--- src/core/dvacr_params.svh ---
// Register offsets, field positions and reset values of the config bank
`ifndef DVACR_PARAMS_SVH
`define DVACR_PARAMS_SVH

// Register offsets
`define DVACR_OFS_LINK_STREAM   8'h28
`define DVACR_OFS_DITHER_CTRL   8'h29
`define DVACR_OFS_COLOR_TABLE   8'h2A
`define DVACR_OFS_AUDIO_SERIAL  8'h2B
`define DVACR_OFS_RX_CTL        8'h34

// Reset values
`define DVACR_RST_LINK_STREAM   8'h20
`define DVACR_RST_DITHER_CTRL   8'h00
`define DVACR_RST_COLOR_TABLE   8'h00
`define DVACR_RST_AUDIO_SERIAL  8'h00
`define DVACR_RST_RX_MODE       2'h0

// Link stream configuration fields
`define DVACR_LS_LOCK           7
`define DVACR_LS_VID_OFF        5
`define DVACR_LS_DUAL           4
`define DVACR_LS_ALT_AUDIO      3
`define DVACR_LS_AUDIO_OFF      2
`define DVACR_LS_WIDE_VIDEO     1
`define DVACR_LS_SURROUND       0
// Writable bits of the link stream register (bit 6 reserved)
`define DVACR_LS_WMASK          8'hBF
// Bits the forward channel may load (not the lock or status bit)
`define DVACR_LS_FCMASK         8'h1F

// Dither control fields
`define DVACR_DC_SYNC_MODE      7
`define DVACR_DC_HS_INV         6
`define DVACR_DC_VS_INV         5
`define DVACR_DC_DE_INV         4
`define DVACR_DC_STAGE2         3
`define DVACR_DC_STAGE1         2
`define DVACR_DC_HI2_OFF        1
`define DVACR_DC_HI1_OFF        0

// Color table control fields
`define DVACR_CT_PAGE_HI        7
`define DVACR_CT_PAGE_LO        6
`define DVACR_CT_WB_EN          5
`define DVACR_CT_RELOAD         4
`define DVACR_CT_WMASK          8'hF0

// Audio serial control fields
`define DVACR_AS_OVERRUN        3
`define DVACR_AS_UNDERRUN       2
`define DVACR_AS_ERR_CLR        1
`define DVACR_AS_RISE_EDGE      0

// Receiver control fields
`define DVACR_RX_MODE_HI        4
`define DVACR_RX_MODE_LO        3

`endif

--- src/core/dvacr_pkg.sv ---
// Types shared by the config register bank
package dvacr_pkg;

    // Receiver input mode
    typedef enum logic [1:0] {
        DVACR_RX_AUTO,
        DVACR_RX_DUAL,
        DVACR_RX_PRIMARY,
        DVACR_RX_SECONDARY
    } dvacr_rx_mode_type;

    // Color table page
    typedef enum logic [1:0] {
        DVACR_PAGE_CONFIG,
        DVACR_PAGE_RED,
        DVACR_PAGE_GREEN,
        DVACR_PAGE_BLUE
    } dvacr_page_type;

endpackage

--- src/core/dvacr_flag.sv ---
// Sticky status flag, set has priority over clear
`timescale 1ns/1ps
`default_nettype none

module dvacr_flag (
    input  wire logic core_clk,
    input  wire logic rst_n,
    input  wire logic clk_en,
    input  wire logic set_evt,
    input  wire logic clr_evt,
    output var  logic flag_q
);

    logic flag_d;

    // Set wins over a clear in the same cycle
    always_comb begin
        flag_d = flag_q;
        if (clr_evt) begin
            flag_d = 1'b0;
        end
        if (set_evt) begin
            flag_d = 1'b1;
        end
    end

    // Flag register
    always_ff @(posedge core_clk or negedge rst_n) begin
        if (!rst_n) begin
            flag_q <= 1'b0;
        end else if (clk_en) begin
            flag_q <= flag_d;
        end
    end

endmodule // dvacr_flag

`default_nettype wire

--- src/core/dvacr_regs.sv ---
// Video, dither, color table and audio configuration register bank
//
// How it works
// - Lock bit set blocks forward-channel reloads; local writes are kept.
// - Video-disabled status resets to one, reads one without active video.
// - Dual-link bit steers forward data recovery while receiver auto-detects.
// - Alternate audio bit puts word clock on GPIO1, data on GPIO0.
// - Wide-video bit treats forward channel as 28-bit video with syncs.
// - Surround bit enables multichannel audio output.
// - Timing select bit: zero data-enable only, one separate syncs.
// - Polarity bits: zero active high, one active low.
// - Bits 3 and 2 enable second and first dither stages.
// - Bits 1 and 0 disable second and first high dither variants.
// - Page field maps config, red, green, blue lookup tables.
// - Bit 5 applies white-balance correction, otherwise bypassed.
// - Bit 4 enables lookup table reloading.
// - Overrun bit 3 and underrun bit 2 are read-only, reset zero.
// - Writing one to bit 1 clears the latched audio FIFO errors.
// - Edge bit: one strobes data on rising clock, zero falling.
// - Receiver mode: auto, forced dual, primary only, secondary only.
`timescale 1ns/1ps
`default_nettype none
`include "dvacr_params.svh"

module dvacr_regs
    import dvacr_pkg::*;
(
    input  wire logic       core_clk,
    input  wire logic       rst_n,
    input  wire logic       clk_en,
    // Local register port
    input  wire logic [7:0] reg_addr,
    input  wire logic [7:0] reg_wdata,
    input  wire logic       reg_wr,
    input  wire logic       reg_rd,
    output var  logic [7:0] reg_rdata_q,
    output var  logic       reg_rvalid_q,
    // Forward channel side
    input  wire logic       fc_load,
    input  wire logic [7:0] fc_data,
    input  wire logic       fc_video_active,
    input  wire logic       fc_dual_detect,
    // Audio FIFO events
    input  wire logic       fifo_overrun_evt,
    input  wire logic       fifo_underrun_evt,
    // Audio and GPIO pins
    input  wire logic       alt_word_clk,
    input  wire logic       alt_serial_data,
    input  wire logic       gpio0_normal,
    input  wire logic       gpio1_normal,
    output var  logic       gpio0_out_q,
    output var  logic       gpio1_out_q,
    // Display timing
    input  wire logic       hsync_in,
    input  wire logic       vsync_in,
    input  wire logic       data_enable_in,
    output var  logic       hsync_out_q,
    output var  logic       vsync_out_q,
    output var  logic       data_enable_out_q,
    // Decoded controls
    output var  logic       local_config_lock_q,
    output var  logic       video_disabled_q,
    output var  logic       link_dual_q,
    output var  logic       link_secondary_q,
    output var  logic       audio_off_q,
    output var  logic       wide_video_q,
    output var  logic       surround_en_q,
    output var  logic       sync_mode_q,
    output var  logic       dither_stage2_en_q,
    output var  logic       dither_stage1_en_q,
    output var  logic       high_dither2_en_q,
    output var  logic       high_dither1_en_q,
    output var  logic [1:0] table_page_q,
    output var  logic [2:0] lut_select_q,
    output var  logic       white_balance_en_q,
    output var  logic       table_reload_en_q,
    output var  logic       fifo_err_clear_q,
    output var  logic       audio_rise_edge_q
);

    // Register state
    logic [7:0] link_stream_q;
    logic [7:0] link_stream_d;
    logic [7:0] dither_ctrl_q;
    logic [7:0] dither_ctrl_d;
    logic [7:0] color_table_q;
    logic [7:0] color_table_d;
    logic       audio_edge_q;
    logic       audio_edge_d;
    dvacr_rx_mode_type rx_mode_q;
    dvacr_rx_mode_type rx_mode_d;
    logic       overrun_q;
    logic       underrun_q;
    logic       err_clr;
    logic [7:0] rdata_d;
    logic       wr_link;
    logic       wr_dither;
    logic       wr_color;
    logic       wr_audio;
    logic       wr_rx;

    // Address decode for the write strobes; the read mux decodes with its own case
    function automatic logic hit(input logic [7:0] a, input logic [7:0] ofs);
        hit = (a == ofs);
    endfunction

    // Write strobes per register
    assign wr_link   = reg_wr && hit(reg_addr, `DVACR_OFS_LINK_STREAM);
    assign wr_dither = reg_wr && hit(reg_addr, `DVACR_OFS_DITHER_CTRL);
    assign wr_color  = reg_wr && hit(reg_addr, `DVACR_OFS_COLOR_TABLE);
    assign wr_audio  = reg_wr && hit(reg_addr, `DVACR_OFS_AUDIO_SERIAL);
    assign wr_rx     = reg_wr && hit(reg_addr, `DVACR_OFS_RX_CTL);
    // Clear pulse for the latched FIFO errors
    assign err_clr   = wr_audio && reg_wdata[`DVACR_AS_ERR_CLR];

    // Latched audio FIFO errors
    dvacr_flag u_overrun (
        .core_clk (core_clk),
        .rst_n    (rst_n),
        .clk_en   (clk_en),
        .set_evt  (fifo_overrun_evt),
        .clr_evt  (err_clr),
        .flag_q   (overrun_q)
    );

    dvacr_flag u_underrun (
        .core_clk (core_clk),
        .rst_n    (rst_n),
        .clk_en   (clk_en),
        .set_evt  (fifo_underrun_evt),
        .clr_evt  (err_clr),
        .flag_q   (underrun_q)
    );

    // Next register values; local writes win over forward-channel loads
    always_comb begin
        link_stream_d = link_stream_q;
        if (fc_load && !link_stream_q[`DVACR_LS_LOCK]) begin
            link_stream_d = (link_stream_q & ~`DVACR_LS_FCMASK)
                          | (fc_data & `DVACR_LS_FCMASK);
        end
        if (wr_link) begin
            link_stream_d = reg_wdata & `DVACR_LS_WMASK;
        end
        // Status follows the forward channel's video state
        link_stream_d[`DVACR_LS_VID_OFF] = !fc_video_active;
        dither_ctrl_d = wr_dither ? reg_wdata : dither_ctrl_q;
        color_table_d = color_table_q;
        if (wr_color) begin
            color_table_d = reg_wdata & `DVACR_CT_WMASK;
        end
        audio_edge_d = wr_audio ? reg_wdata[`DVACR_AS_RISE_EDGE]
                                : audio_edge_q;
        rx_mode_d = rx_mode_q;
        if (wr_rx) begin
            rx_mode_d = dvacr_rx_mode_type'(
                reg_wdata[`DVACR_RX_MODE_HI:`DVACR_RX_MODE_LO]);
        end
    end

    // Configuration registers
    always_ff @(posedge core_clk or negedge rst_n) begin
        if (!rst_n) begin
            link_stream_q <= `DVACR_RST_LINK_STREAM;
            dither_ctrl_q <= `DVACR_RST_DITHER_CTRL;
            color_table_q <= `DVACR_RST_COLOR_TABLE;
            audio_edge_q  <= 1'b0;
            rx_mode_q     <= DVACR_RX_AUTO;
        end else if (clk_en) begin
            link_stream_q <= link_stream_d;
            dither_ctrl_q <= dither_ctrl_d;
            color_table_q <= color_table_d;
            audio_edge_q  <= audio_edge_d;
            rx_mode_q     <= rx_mode_d;
        end
    end

    // Read mux; unmapped offsets and reserved bits read zero
    always_comb begin
        rdata_d = 8'h00;
        case (reg_addr)
            `DVACR_OFS_LINK_STREAM: begin
                rdata_d = link_stream_q;
            end
            `DVACR_OFS_DITHER_CTRL: begin
                rdata_d = dither_ctrl_q;
            end
            `DVACR_OFS_COLOR_TABLE: begin
                rdata_d = color_table_q;
            end
            `DVACR_OFS_AUDIO_SERIAL: begin
                rdata_d[`DVACR_AS_OVERRUN]    = overrun_q;
                rdata_d[`DVACR_AS_UNDERRUN]   = underrun_q;
                rdata_d[`DVACR_AS_RISE_EDGE]  = audio_edge_q;
            end
            `DVACR_OFS_RX_CTL: begin
                rdata_d[`DVACR_RX_MODE_HI:`DVACR_RX_MODE_LO] = rx_mode_q;
            end
            default: begin
                rdata_d = 8'h00;
            end
        endcase
    end

    // Read data, one cycle after the read strobe
    always_ff @(posedge core_clk or negedge rst_n) begin
        if (!rst_n) begin
            reg_rdata_q  <= 8'h00;
            reg_rvalid_q <= 1'b0;
        end else if (clk_en) begin
            reg_rvalid_q <= reg_rd;
            if (reg_rd) begin
                reg_rdata_q <= rdata_d;
            end
        end
    end

    // Decoded control values and pin paths
    logic       dual_d;
    logic       secondary_d;
    logic       gpio0_d;
    logic       gpio1_d;
    logic [2:0] lut_d;
    logic       alt_en;
    dvacr_page_type page;

    assign alt_en = link_stream_q[`DVACR_LS_ALT_AUDIO];
    assign page   = dvacr_page_type'(
        color_table_q[`DVACR_CT_PAGE_HI:`DVACR_CT_PAGE_LO]);

    always_comb begin
        // Link selection: auto mode takes the dual-link bit ORed with fc_dual_detect
        dual_d      = 1'b0;
        secondary_d = 1'b0;
        case (rx_mode_q)
            DVACR_RX_AUTO: begin
                dual_d = link_stream_q[`DVACR_LS_DUAL]
                       | fc_dual_detect;
            end
            DVACR_RX_DUAL: begin
                dual_d = 1'b1;
            end
            DVACR_RX_PRIMARY: begin
                dual_d = 1'b0;
            end
            DVACR_RX_SECONDARY: begin
                secondary_d = 1'b1;
            end
            default: begin
                dual_d = 1'b0;
            end
        endcase
        // GPIO pins carry the alternate audio port when enabled
        gpio1_d = alt_en ? alt_word_clk : gpio1_normal;
        gpio0_d = alt_en ? alt_serial_data : gpio0_normal;
        // One-hot table select, zero on the configuration page
        lut_d = 3'h0;
        case (page)
            DVACR_PAGE_CONFIG: begin
                lut_d = 3'h0;
            end
            DVACR_PAGE_RED: begin
                lut_d = 3'h1;
            end
            DVACR_PAGE_GREEN: begin
                lut_d = 3'h2;
            end
            DVACR_PAGE_BLUE: begin
                lut_d = 3'h4;
            end
            default: begin
                lut_d = 3'h0;
            end
        endcase
    end

    // Registered outputs
    always_ff @(posedge core_clk or negedge rst_n) begin
        if (!rst_n) begin
            local_config_lock_q <= 1'b0;
            video_disabled_q    <= 1'b1;
            link_dual_q         <= 1'b0;
            link_secondary_q    <= 1'b0;
            audio_off_q         <= 1'b0;
            wide_video_q        <= 1'b0;
            surround_en_q       <= 1'b0;
            sync_mode_q         <= 1'b0;
            dither_stage2_en_q  <= 1'b0;
            dither_stage1_en_q  <= 1'b0;
            high_dither2_en_q   <= 1'b1;
            high_dither1_en_q   <= 1'b1;
            table_page_q        <= 2'h0;
            lut_select_q        <= 3'h0;
            white_balance_en_q  <= 1'b0;
            table_reload_en_q   <= 1'b0;
            fifo_err_clear_q    <= 1'b0;
            audio_rise_edge_q   <= 1'b0;
            gpio0_out_q         <= 1'b0;
            gpio1_out_q         <= 1'b0;
            hsync_out_q         <= 1'b0;
            vsync_out_q         <= 1'b0;
            data_enable_out_q   <= 1'b0;
        end else if (clk_en) begin
            local_config_lock_q <= link_stream_q[`DVACR_LS_LOCK];
            video_disabled_q    <= link_stream_q[`DVACR_LS_VID_OFF];
            link_dual_q         <= dual_d;
            link_secondary_q    <= secondary_d;
            audio_off_q         <= link_stream_q[`DVACR_LS_AUDIO_OFF];
            wide_video_q <= link_stream_q[`DVACR_LS_WIDE_VIDEO];
            surround_en_q       <= link_stream_q[`DVACR_LS_SURROUND];
            sync_mode_q         <= dither_ctrl_q[`DVACR_DC_SYNC_MODE];
            dither_stage2_en_q  <= dither_ctrl_q[`DVACR_DC_STAGE2];
            dither_stage1_en_q  <= dither_ctrl_q[`DVACR_DC_STAGE1];
            high_dither2_en_q   <= !dither_ctrl_q[`DVACR_DC_HI2_OFF];
            high_dither1_en_q   <= !dither_ctrl_q[`DVACR_DC_HI1_OFF];
            table_page_q        <= page;
            lut_select_q        <= lut_d;
            white_balance_en_q  <= color_table_q[`DVACR_CT_WB_EN];
            table_reload_en_q   <= color_table_q[`DVACR_CT_RELOAD];
            fifo_err_clear_q    <= err_clr;
            audio_rise_edge_q   <= audio_edge_q;
            gpio0_out_q         <= gpio0_d;
            gpio1_out_q         <= gpio1_d;
            // Polarity applied; syncs held inactive in data-enable mode
            hsync_out_q <= (hsync_in & dither_ctrl_q[`DVACR_DC_SYNC_MODE])
                         ^ dither_ctrl_q[`DVACR_DC_HS_INV];
            vsync_out_q <= (vsync_in & dither_ctrl_q[`DVACR_DC_SYNC_MODE])
                         ^ dither_ctrl_q[`DVACR_DC_VS_INV];
            data_enable_out_q <= data_enable_in
                         ^ dither_ctrl_q[`DVACR_DC_DE_INV];
        end
    end

endmodule // dvacr_regs

`default_nettype wire

--- config.mk ---
export PLATFORM = sky130hd
export DESIGN_NAME = dvacr_regs
export DESIGN_NICKNAME = d
export VERILOG_FILES = /design/src/core/dvacr_pkg.sv /design/src/core/dvacr_flag.sv /design/src/core/dvacr_regs.sv
export VERILOG_INCLUDE_DIRS = /design/src /design/src/core
export SDC_FILE = /design/constraint.sdc
export NUM_CORES = 1
export LEC_CHECK = 0
export ABC_AREA = 0
export BUFFER_PORTS_ARGS = -buffer_cell sky130_fd_sc_hd__buf_2
export CORE_AREA = 3 3 95 79
export CTS_CLUSTER_DIAMETER = 30
export DETAILED_ROUTE_END_ITERATION = 8
export DIE_AREA = 0 0 98 82
export GPL_TIMING_DRIVEN = 0
export PLACE_DENSITY = 0.74
export SYNTH_ARGS = -nofsm -noshare
export SYNTH_HDL_FRONTEND = slang
export SYNTH_SLANG_ARGS = --single-unit
--- constraint.sdc ---
create_clock -name core_clk -period 1.89 [get_ports core_clk]
set_clock_uncertainty 0.15 [all_clocks]
set_input_delay 0.189 -clock core_clk [delete_from_list [all_inputs] [get_ports core_clk]]
set_output_delay 0.189 -clock core_clk [all_outputs]
set_load 0.005 [all_outputs]
; Yosys cells after proc, flatten, opt, wreduce, memory -nomap -nowiden
; Index checks and enable logic that the tools add are counted.
[word_totals]
register_bits = 60
inputBits = 41
out_inout_bits = 35
word_cells = 90
[op_classes]
eq_ne = 10
n_mux = 16
n_bitwise = 7
reduce_logical = 24
[op_table]
columns = cell, count
row1 = == test 8 x 6 -> 1 bit (second input constant), 5
row2 = two-way mux 8 bit, 2
row3 = AND reduction 2 bit, 8
row4 = case mux 3 bit (4 select lines), 1
row5 = case mux 3 bit (3 select lines), 1
row6 = OR 8 x 5 -> 8 bit, 1
row7 = case mux 1 bit (4 select lines), 2
row8 = logical AND 1 bit, 7
row9 = == test 2 bit (second input constant), 3
row10 = two-way mux 1 bit, 6
row11 = case mux 1 bit (3 select lines), 2
row12 = nonzero test 2 bit, 3
row13 = == test 2 x 1 -> 1 bit (second input constant), 2
row14 = logical NOT 1 bit, 4
row15 = logical NOT 2 bit, 2
row16 = case mux 1 bit (2 select lines), 2
row17 = bitwise XOR 1 bit, 3
row18 = bitwise AND 1 bit, 2
row19 = OR 1 bit, 1

; Logic depth before layout (Yosys ltp)
; Gate-level depths: netlist of run 1.
[depth]
depth_word = 5
depth_mapped = 5
depth_no_buf = 3

; Modules after synthesis
; A second synthesis of run 1 with hierarchy kept.
[hier_totals]
cells_unflattened = 223
hier_area_um2 = 2616.3
[modules_own_cells]
columns = mod, n_inst, cells_each, area_each_um2, seq_area_each_um2
row1 = dvacr_regs, 1, 217, 2541.2, 1431.4
row2 = dvacr_flag, 2, 3, 37.5, 25.0

; Least setup slack after synthesis of run 1
; Ideal clock, no wire load.
[synth_path]
path_kind = in2reg
start = input reg_wr
end = register dither_ctrl_q[0]
setup_time_ns = 0.125
arrival_ns = 1.245
slack_ns = 0.370
path_stages = 5
path_buffers = 2
cell_sequence = clkbuf_1 -> and2_1 -> and4_1 -> buf_6 -> mux2_2
[synth_between]
elab_chain_len = 2
[synth_lines]
columns = item, line
row1 = "start, declared", dvacr_regs.sv:34  ; input wire logic reg_wr,
row2 = logical AND 1 bit, dvacr_regs.sv:109  ; assign wr_dither = reg_wr && hit(reg_addr, `DVACR_OFS_DITHER_CTRL);
row3 = AND reduction 2 bit (no line), --
row4 = "end signal, assigned", dvacr_regs.sv:165  ; dither_ctrl_q <= `DVACR_RST_DITHER_CTRL;
row5 = "end signal, assigned", dvacr_regs.sv:171  ; dither_ctrl_q <= dither_ctrl_d;
row6 = "end, declared", dvacr_regs.sv:84  ; logic [7:0] dither_ctrl_q;
; No other way between the ends.
; A chain may end at the register's enable or synchronous reset.

; Worst setup path after layout of run 1
[layout_path]
start = register link_stream_q[3]
end = register gpio1_out_q
[layout_between]
elab_chain_len = 1
[layout_lines]
columns = item, line
row1 = "start, declared", dvacr_regs.sv:82  ; logic [7:0] link_stream_q;
row2 = "start signal, assigned", dvacr_regs.sv:164  ; link_stream_q <= `DVACR_RST_LINK_STREAM;
row3 = "start signal, assigned", dvacr_regs.sv:170  ; link_stream_q <= link_stream_d;
row4 = two-way mux 1 bit, dvacr_regs.sv:254  ; gpio1_d = alt_en ? alt_word_clk : gpio1_normal;
row5 = "end signal, assigned", dvacr_regs.sv:323  ; gpio1_out_q <= gpio1_d;
row6 = "end, declared", dvacr_regs.sv:52  ; output var logic gpio1_out_q,
; No other way between the ends.

==> results of run 1 <==
routing by layer:
metal,GRT usage,vias up,wire length (um)
li1,-,1021,-
met1,0.2434,1048,2950
met2,0.2969,84,3243
met3,0.07216,8,758
met4,0.05394,0,66
met5,0,-,0
worst max-delay path, stage by stage (launching register included):
cell,delay [ns]
dfrtp_1,0.45
mux2i_1,0.19
dlygate4sd3_1,0.57
a21oi_1,0.08
flip-flops by register name (all words and copies together), names as in the netlist, 2 cells and up:
| signal | cells |
|---|---|
| lut_select_q | 3 |
| reg_rdata_q | 8 |
| rx_mode_q | 2 |
| link_stream_q | 7 |
| dither_ctrl_q | 8 |
| color_table_q | 4 |
| table_page_q | 2 |
report_power, final:
| part | total (W) | switching (W) | internal (W) | leakage (nW) |
|---|---|---|---|---|
| Clock | 0.00130 | 0.000493 | 0.000812 | 0.113 |
| Sequential | 0.00139 | 0.0000485 | 0.00134 | 0.751 |
| Combinational | 0.000349 | 0.000170 | 0.000179 | 0.866 |
| Total | 0.00304 | 0.000712 | 0.00233 | 1.73 |
synth_stat cells, types with 2 or more instances:
cell       number
dfrtp_1        55
mux2_2         31
nor2_1         11
inv_1           8
mux2i_1         8
o21ai_0         8
nand3_1         7
a21oi_1         6
a22o_1          6
nand2_1         6
a311o_1         5
buf_2           5
nand2b_1        5
clkbuf_1        4
dfstp_2         4
nand4_1         4
o221a_2         4
a31oi_1         3
and4b_1         3
nand3b_1        3
o211ai_1        3
and2_1          2
and3b_1         2
and4_1          2
buf_6           2
nor2b_1         2
nor3_1          2
o2bb2ai_1       2
xor2_1          2
worst min path at each step:
| stage | start | endpoint | slack [ns] | cells after the start |
|---|---|---|---|---|
| floorplan | rst_n | audio_edge_q | -0.26 | 0 |
| global placement | fc_video_active | link_stream_q[5] | 0.18 | 2 |
| detailed placement | fc_video_active | link_stream_q[5] | 0.18 | 2 |
| CTS | rst_n | hsync_out_q | 0.01 | 1 |
| global route | hsync_in | hsync_out_q | 0.06 | 4 |
| finish | vsync_in | vsync_out_q | 0.06 | 4 |
cells by family (layout without fill, tap and decap cells):
group,Yosys count,in the layout,synth area share
flops,59,59,0.5394
simple gates,57,57,0.1417
compound gates,41,41,0.1180
mux,39,39,0.1563
buf+inv,20,124,0.03508
xor+xnor,3,3,0.009569
area by class of cell:
class / instances / share of cell area
multi-input combinational: 140 / 0.3236
timing repair buffer: 88 / 0.1462
clock buffer: 12 / 0.04297
tap: 87 / 0.03015
sequential: 59 / 0.4103
clock inverter: 4 / 0.02010
inverter: 8 / 0.008316
buffer: 12 / 0.01836
metrics by stage:
step	cell area (um^2)	utilization	power, W
2_1_floorplan	2746	-	0.001556
3_3_place_gp	3211	0.4776	0.001717
3_5_place_dp	3211	0.4776	0.001728
4_1_cts	3598	0.5353	0.003074
5_1_grt	3611	0.5371	0.003191
6_report	3611	0.5371	0.003041
what timing repair did:
item | 4_1_cts | 5_1_grt
hold buffers | 16 | 1
hold endpoints to repair | 22 | 55
buffers inserted | 0 | 0
==> results.py, run 1 <==
metrics = {
    "run_status": {
        "run_status": "complete, no violations",
    },
    "final_layout": {
        "layout_commonest_cell": "buf_2",
        "multi_input_area_mm2": 0.001169,
        "layout.cells.non_filler": 410,
        "fin_nets": 359,
        "fill_cells": 613,
        "areaGrowthSynthToFinish_pct": 31.48,
        "mostFrequentLayoutCells": "buf_2 (75), dfrtp_1 (55), mux2_2 (31)",
        "seq_area_mm2": 0.001481,
        "num_antenna_cells": 0,
        "layout-drive-gt1-share": 0.4272,
    },
    "placed_design": {
        "dp_hpwl_mm": 4.986,
        "io_buffers": 71,
        "dp_cells": 377,
        "place_ws_ns": 0.07133,
        "gp_congestion": 0.8409,
    },
    "setup_path": {
        "r2r-end": "gpio1_out_q",
        "path_class": "register to register",
        "r2r_cells": 3,
        "crit_end": "gpio1_out_q",
        "worst-r2r-setup-slack_ns": 0.31,
        "critPathMaxFanout": 4,
        "reg2reg_from": "link_stream_q[3]",
        "critical_path_arrival_ns": 1.63,
        "cp.required_ns": 1.94,
        "critPathLaunch": "link_stream_q[3]",
        "setup.worst_path.start_class": "register",
        "setup.worst_path.end_class": "register",
    },
    "route": {
        "first_pass_iters": 4,
        "ant_nets": 0,
        "vias": 2161,
        "drt_iter0_drc": 117,
        "wirelength_mm": 7.019,
        "drc": 0,
        "post_drt_wl_per_cell_um": 17.12,
        "avgViaCountPerCell": 5.271,
    },
    "logic_synthesis": {
        "async_reset_ff_frac": 1.000,
        "synth.area.top_cells": "dfrtp_1 (50%), mux2_2 (13%), dfstp_2 (3.8%)",
        "synth_nets": 260,
        "synth-warning-count": 0,
        "synth-seq-area-share": 0.5394,
        "ys_ff_latch": 59,
        "netlist_area_mm2": 0.002746,
        "synth_edf_count": 0,
        "avgSynthCellArea_um2": 12.54,
        "synth_top_area_frac": 0.5011,
        "yosysTopAreaCell": "dfrtp_1",
        "synth_cell_types": 43,
        "synth_cells": 219,
        "synth_ff_type": "dfrtp_1",
    },
    "floorplan": {
        "die_h_um": 82,
        "boundaryPins": 76,
        "core_mm2": 0.006723,
        "die_area_mm2": 0.008036,
        "die_width_um": 98,
        "row_count": 27,
        "initial_core_util": 0.4085,
    },
    "clock_network": {
        "cts_root_buffer": "clkbuf_8",
        "clk_latency_ns": 0.34,
        "cts_tree": "yes",
        "numCtsBuffers": 9,
        "h-tree-depth": 3,
        "clk_pin_slew_ns": 0.07,
        "cts_resized": 0,
        "cts_sinks": 59,
        "clock_path_buffers": 2,
    },
    "pwr": {
        "p_per_area_mw_per_mm2": 842.1,
        "ir_drop_uv": 527.7,
        "leakage_nw": 1.730,
    },
    "job": {
        "cap_violations": 0,
    },
    "worst_hold_path": {
        "hold_class": "input pin to register",
    },
    "grt": {
        "grt_pass1_vias": 2198,
        "grt-ovfl-total": 0,
        "grt_start_max_net_pins": 60,
        "antenna_found_initial": 0,
        "grt_pass1_wl_mm": 11.43,
        "grt_use_total": 0.1882,
    },
    "sta": {
        "max_slew_margin": 0.5117,
        "setup_viol_count_final": 0,
        "max_freq_mhz": 631.5,
        "tns_ns": 0,
        "slew_viol_final": 0,
        "finalHoldViolCount": 0,
        "finalCritPeriodShare": 0.8378,
        "setup_slack_ns": 0.3066,
        "layout_min_cycle_time_ns": 1.583,
        "rsz0062_at_grt": "no",
        "hold-worst-slack_ns": 0.06078,
        "tightest_slew_ns": 0.7325,
    },
}
No activity file was read; power rests on OpenSTA's default activity.
==> run 2, diff against run 1 <==
==> constraint.sdc (replaced) <==
create_clock -name core_clk -period 1.6 [get_ports core_clk]
set_clock_uncertainty 0.15 [all_clocks]
set_input_delay 0.16 -clock core_clk [delete_from_list [all_inputs] [get_ports core_clk]]
set_output_delay 0.16 -clock core_clk [all_outputs]
set_load 0.005 [all_outputs]
==> run 2 against run 1 <==
Net effect:
- hold slack got worse by 0.030 ns
- sequential cell count did not move
- non-clock buffer count did not move
- routed wire length rose by 0.56%
- die area did not move
- first-iteration DRC count rose by 24%
- design area rose by 0.10%
- fmax rose by 5.0%
- via count rose by 0.65%
- cell count did not move
==> results.py, run 2 (same netlist as run 1, synthesis figures left out) <==
metrics = {
    "final_layout": {
        "layout-drive-gt1-share": 0.4303,
        "utilization": 0.5377,
        "fill_cells": 611,
        "areaGrowthSynthToFinish_pct": 31.62,
        "layout_commonest_cell": "buf_2",
        "top_regs": "dither_ctrl_q x8, reg_rdata_q x8, link_stream_q x7",
        "fin_nets": 359,
        "multi_input_area_mm2": 0.001169,
        "num_antenna_cells": 0,
        "seq_area_mm2": 0.001483,
        "mostFrequentLayoutCells": "buf_2 (75), dfrtp_1 (54), mux2_2 (31)",
    },
    "clock_network": {
        "numCtsBuffers": 9,
        "clk_pin_slew_ns": 0.07,
        "cts_tree": "yes",
        "cts_sinks": 59,
        "clk_latency_ns": 0.34,
        "h-tree-depth": 3,
        "clock_path_buffers": 2,
        "cts_setup_buffers": 0,
        "cts_root_buffer": "clkbuf_8",
    },
    "sta": {
        "max_slew_margin": 0.5123,
        "hold-worst-slack_ns": 0.03114,
        "tightest_slew_ns": 0.7316,
        "finalCritPeriodShare": 0.9422,
        "finalHoldViolCount": 0,
        "rsz0062_at_grt": "no",
        "setup_slack_ns": 0.09247,
        "max_freq_mhz": 663.3,
        "layout_min_cycle_time_ns": 1.508,
        "slew_viol_final": 0,
        "setup_viol_count_final": 0,
    },
    "floorplan": {
        "row_count": 27,
        "die_h_um": 82,
        "initial_core_util": 0.4085,
        "boundaryPins": 76,
        "die_width_um": 98,
        "die_area_mm2": 0.008036,
        "core_mm2": 0.006723,
    },
    "placed_design": {
        "gp_congestion": 0.8409,
        "place_ws_ns": -0.1897,
        "dp_hpwl_mm": 4.986,
        "io_buffers": 71,
    },
    "route": {
        "first_pass_iters": 4,
        "avgViaCountPerCell": 5.305,
        "drc": 0,
        "post_drt_wl_per_cell_um": 17.21,
        "vias": 2175,
        "drt_iter0_drc": 145,
        "ant_nets": 0,
        "wirelength_mm": 7.058,
    },
    "pwr": {
        "power_frac_comb": 0.115,
        "p_seq_frac": 0.456,
        "p_int_w": 0.002753,
        "ir_drop_uv": 629.3,
        "power.total_w": 0.003594,
        "power.share.switching": 0.2341,
        "leakage_nw": 1.740,
        "p_switching_w": 0.0008413,
        "p_clk_frac": 0.429,
        "p_per_area_mw_per_mm2": 994.3,
    },
    "setup_path": {
        "setup.worst_path.start_class": "register",
        "reg2reg_from": "link_stream_q[3]",
        "critPathLaunch": "link_stream_q[3]",
        "cp_cell_sequence": "mux2i_1 > dlygate4sd3_1 > a21oi_1",
        "setup.worst_path.end_class": "register",
        "worst_path_max_delay_cell": "dlygate4sd3_1",
        "critical_path_arrival_ns": 1.56,
        "cp.required_ns": 1.65,
        "max_stage_delay_ns": 0.56,
        "critPathMaxFanout": 4,
        "path_class": "register to register",
    },
    "job": {
        "cap_violations": 0,
    },
    "grt": {
        "grt_use_total": 0.1882,
        "grt-ovfl-total": 0,
        "antenna_found_initial": 0,
        "grt_pass1_vias": 2198,
        "grt_start_max_net_pins": 60,
        "grt_pass1_wl_mm": 11.43,
    },
    "run_status": {
        "run_status": "complete, no violations",
    },
    "worst_hold_path": {
        "hp-start": "vsync_in",
        "hold_class": "input pin to register",
    },
}
-- run 2: stage by stage --
| stage | instance area [um^2] | setup TNS (ns) | instances |
|---|---|---|---|
| finish | 3615 | 0 | 410 |
| global route | 3615 | 0 | 410 |
| CTS | 3598 | 0 | 409 |
| detailed placement | 3211 | -3.943 | 377 |
| global placement | 3211 | -2.724 | 377 |
| floorplan | 2746 | 0 | 219 |
-- run 2: worst max-delay path: cells and delay by family (launching register included) --
kind,cells,cell delay (ns)
compound gates,1,0.06
buf+inv,1,0.56
flops,1,0.42
mux,1,0.18
-- run 2: power by group through the flow --
stage	Combinational (W)	Clock (W)	Sequential, W
final	0.000413	0.00154	0.00164
after global routing	0.000459	0.00166	0.00165
after CTS	0.000412	0.00158	0.00164
after detailed placement	0.000376	0	0.00167
after global placement	0.000367	0	0.00166
after floorplan	0.000180	0	0.00166
-- run 2: final timing paths --
path	endpoint	slack (ns)	depth (start not counted)
max	gpio0_out_q	0.09	3
min	vsync_out_q	0.03	4
max reg2reg	gpio0_out_q	0.09	3
min reg2reg	high_dither1_en_q	0.30	1
max in group asynchronous	link_stream_q[3]	0.51	2
min in group asynchronous	lut_select_q[0]	0.27	2
-- run 2: layout make-up --
class,count,share of cell area
plain buffers,12,0.01835
clock buffers,12,0.04292
clock inverters,4,0.02008
inverters,8,0.008307
multi-input cells,140,0.3233
flip-flops and latches,59,0.4102
well taps,87,0.03011
repair buffers,88,0.1468
-- run 2: repair_timing --
item,4_1_cts,5_1_grt
hold buffers,16,1
hold endpoints to repair,67,55
gates resized for setup,0,2
setup endpoints to repair,0,7
-- run 2: layer usage --
metal  vias up  track usage  part of all wire
met2        81       0.2969              0.46
li1       1022            -                 -
met4         0      0.05394            0.0084
met3         8      0.07216             0.096
met1      1064       0.2434              0.43
met5         -            0                 0
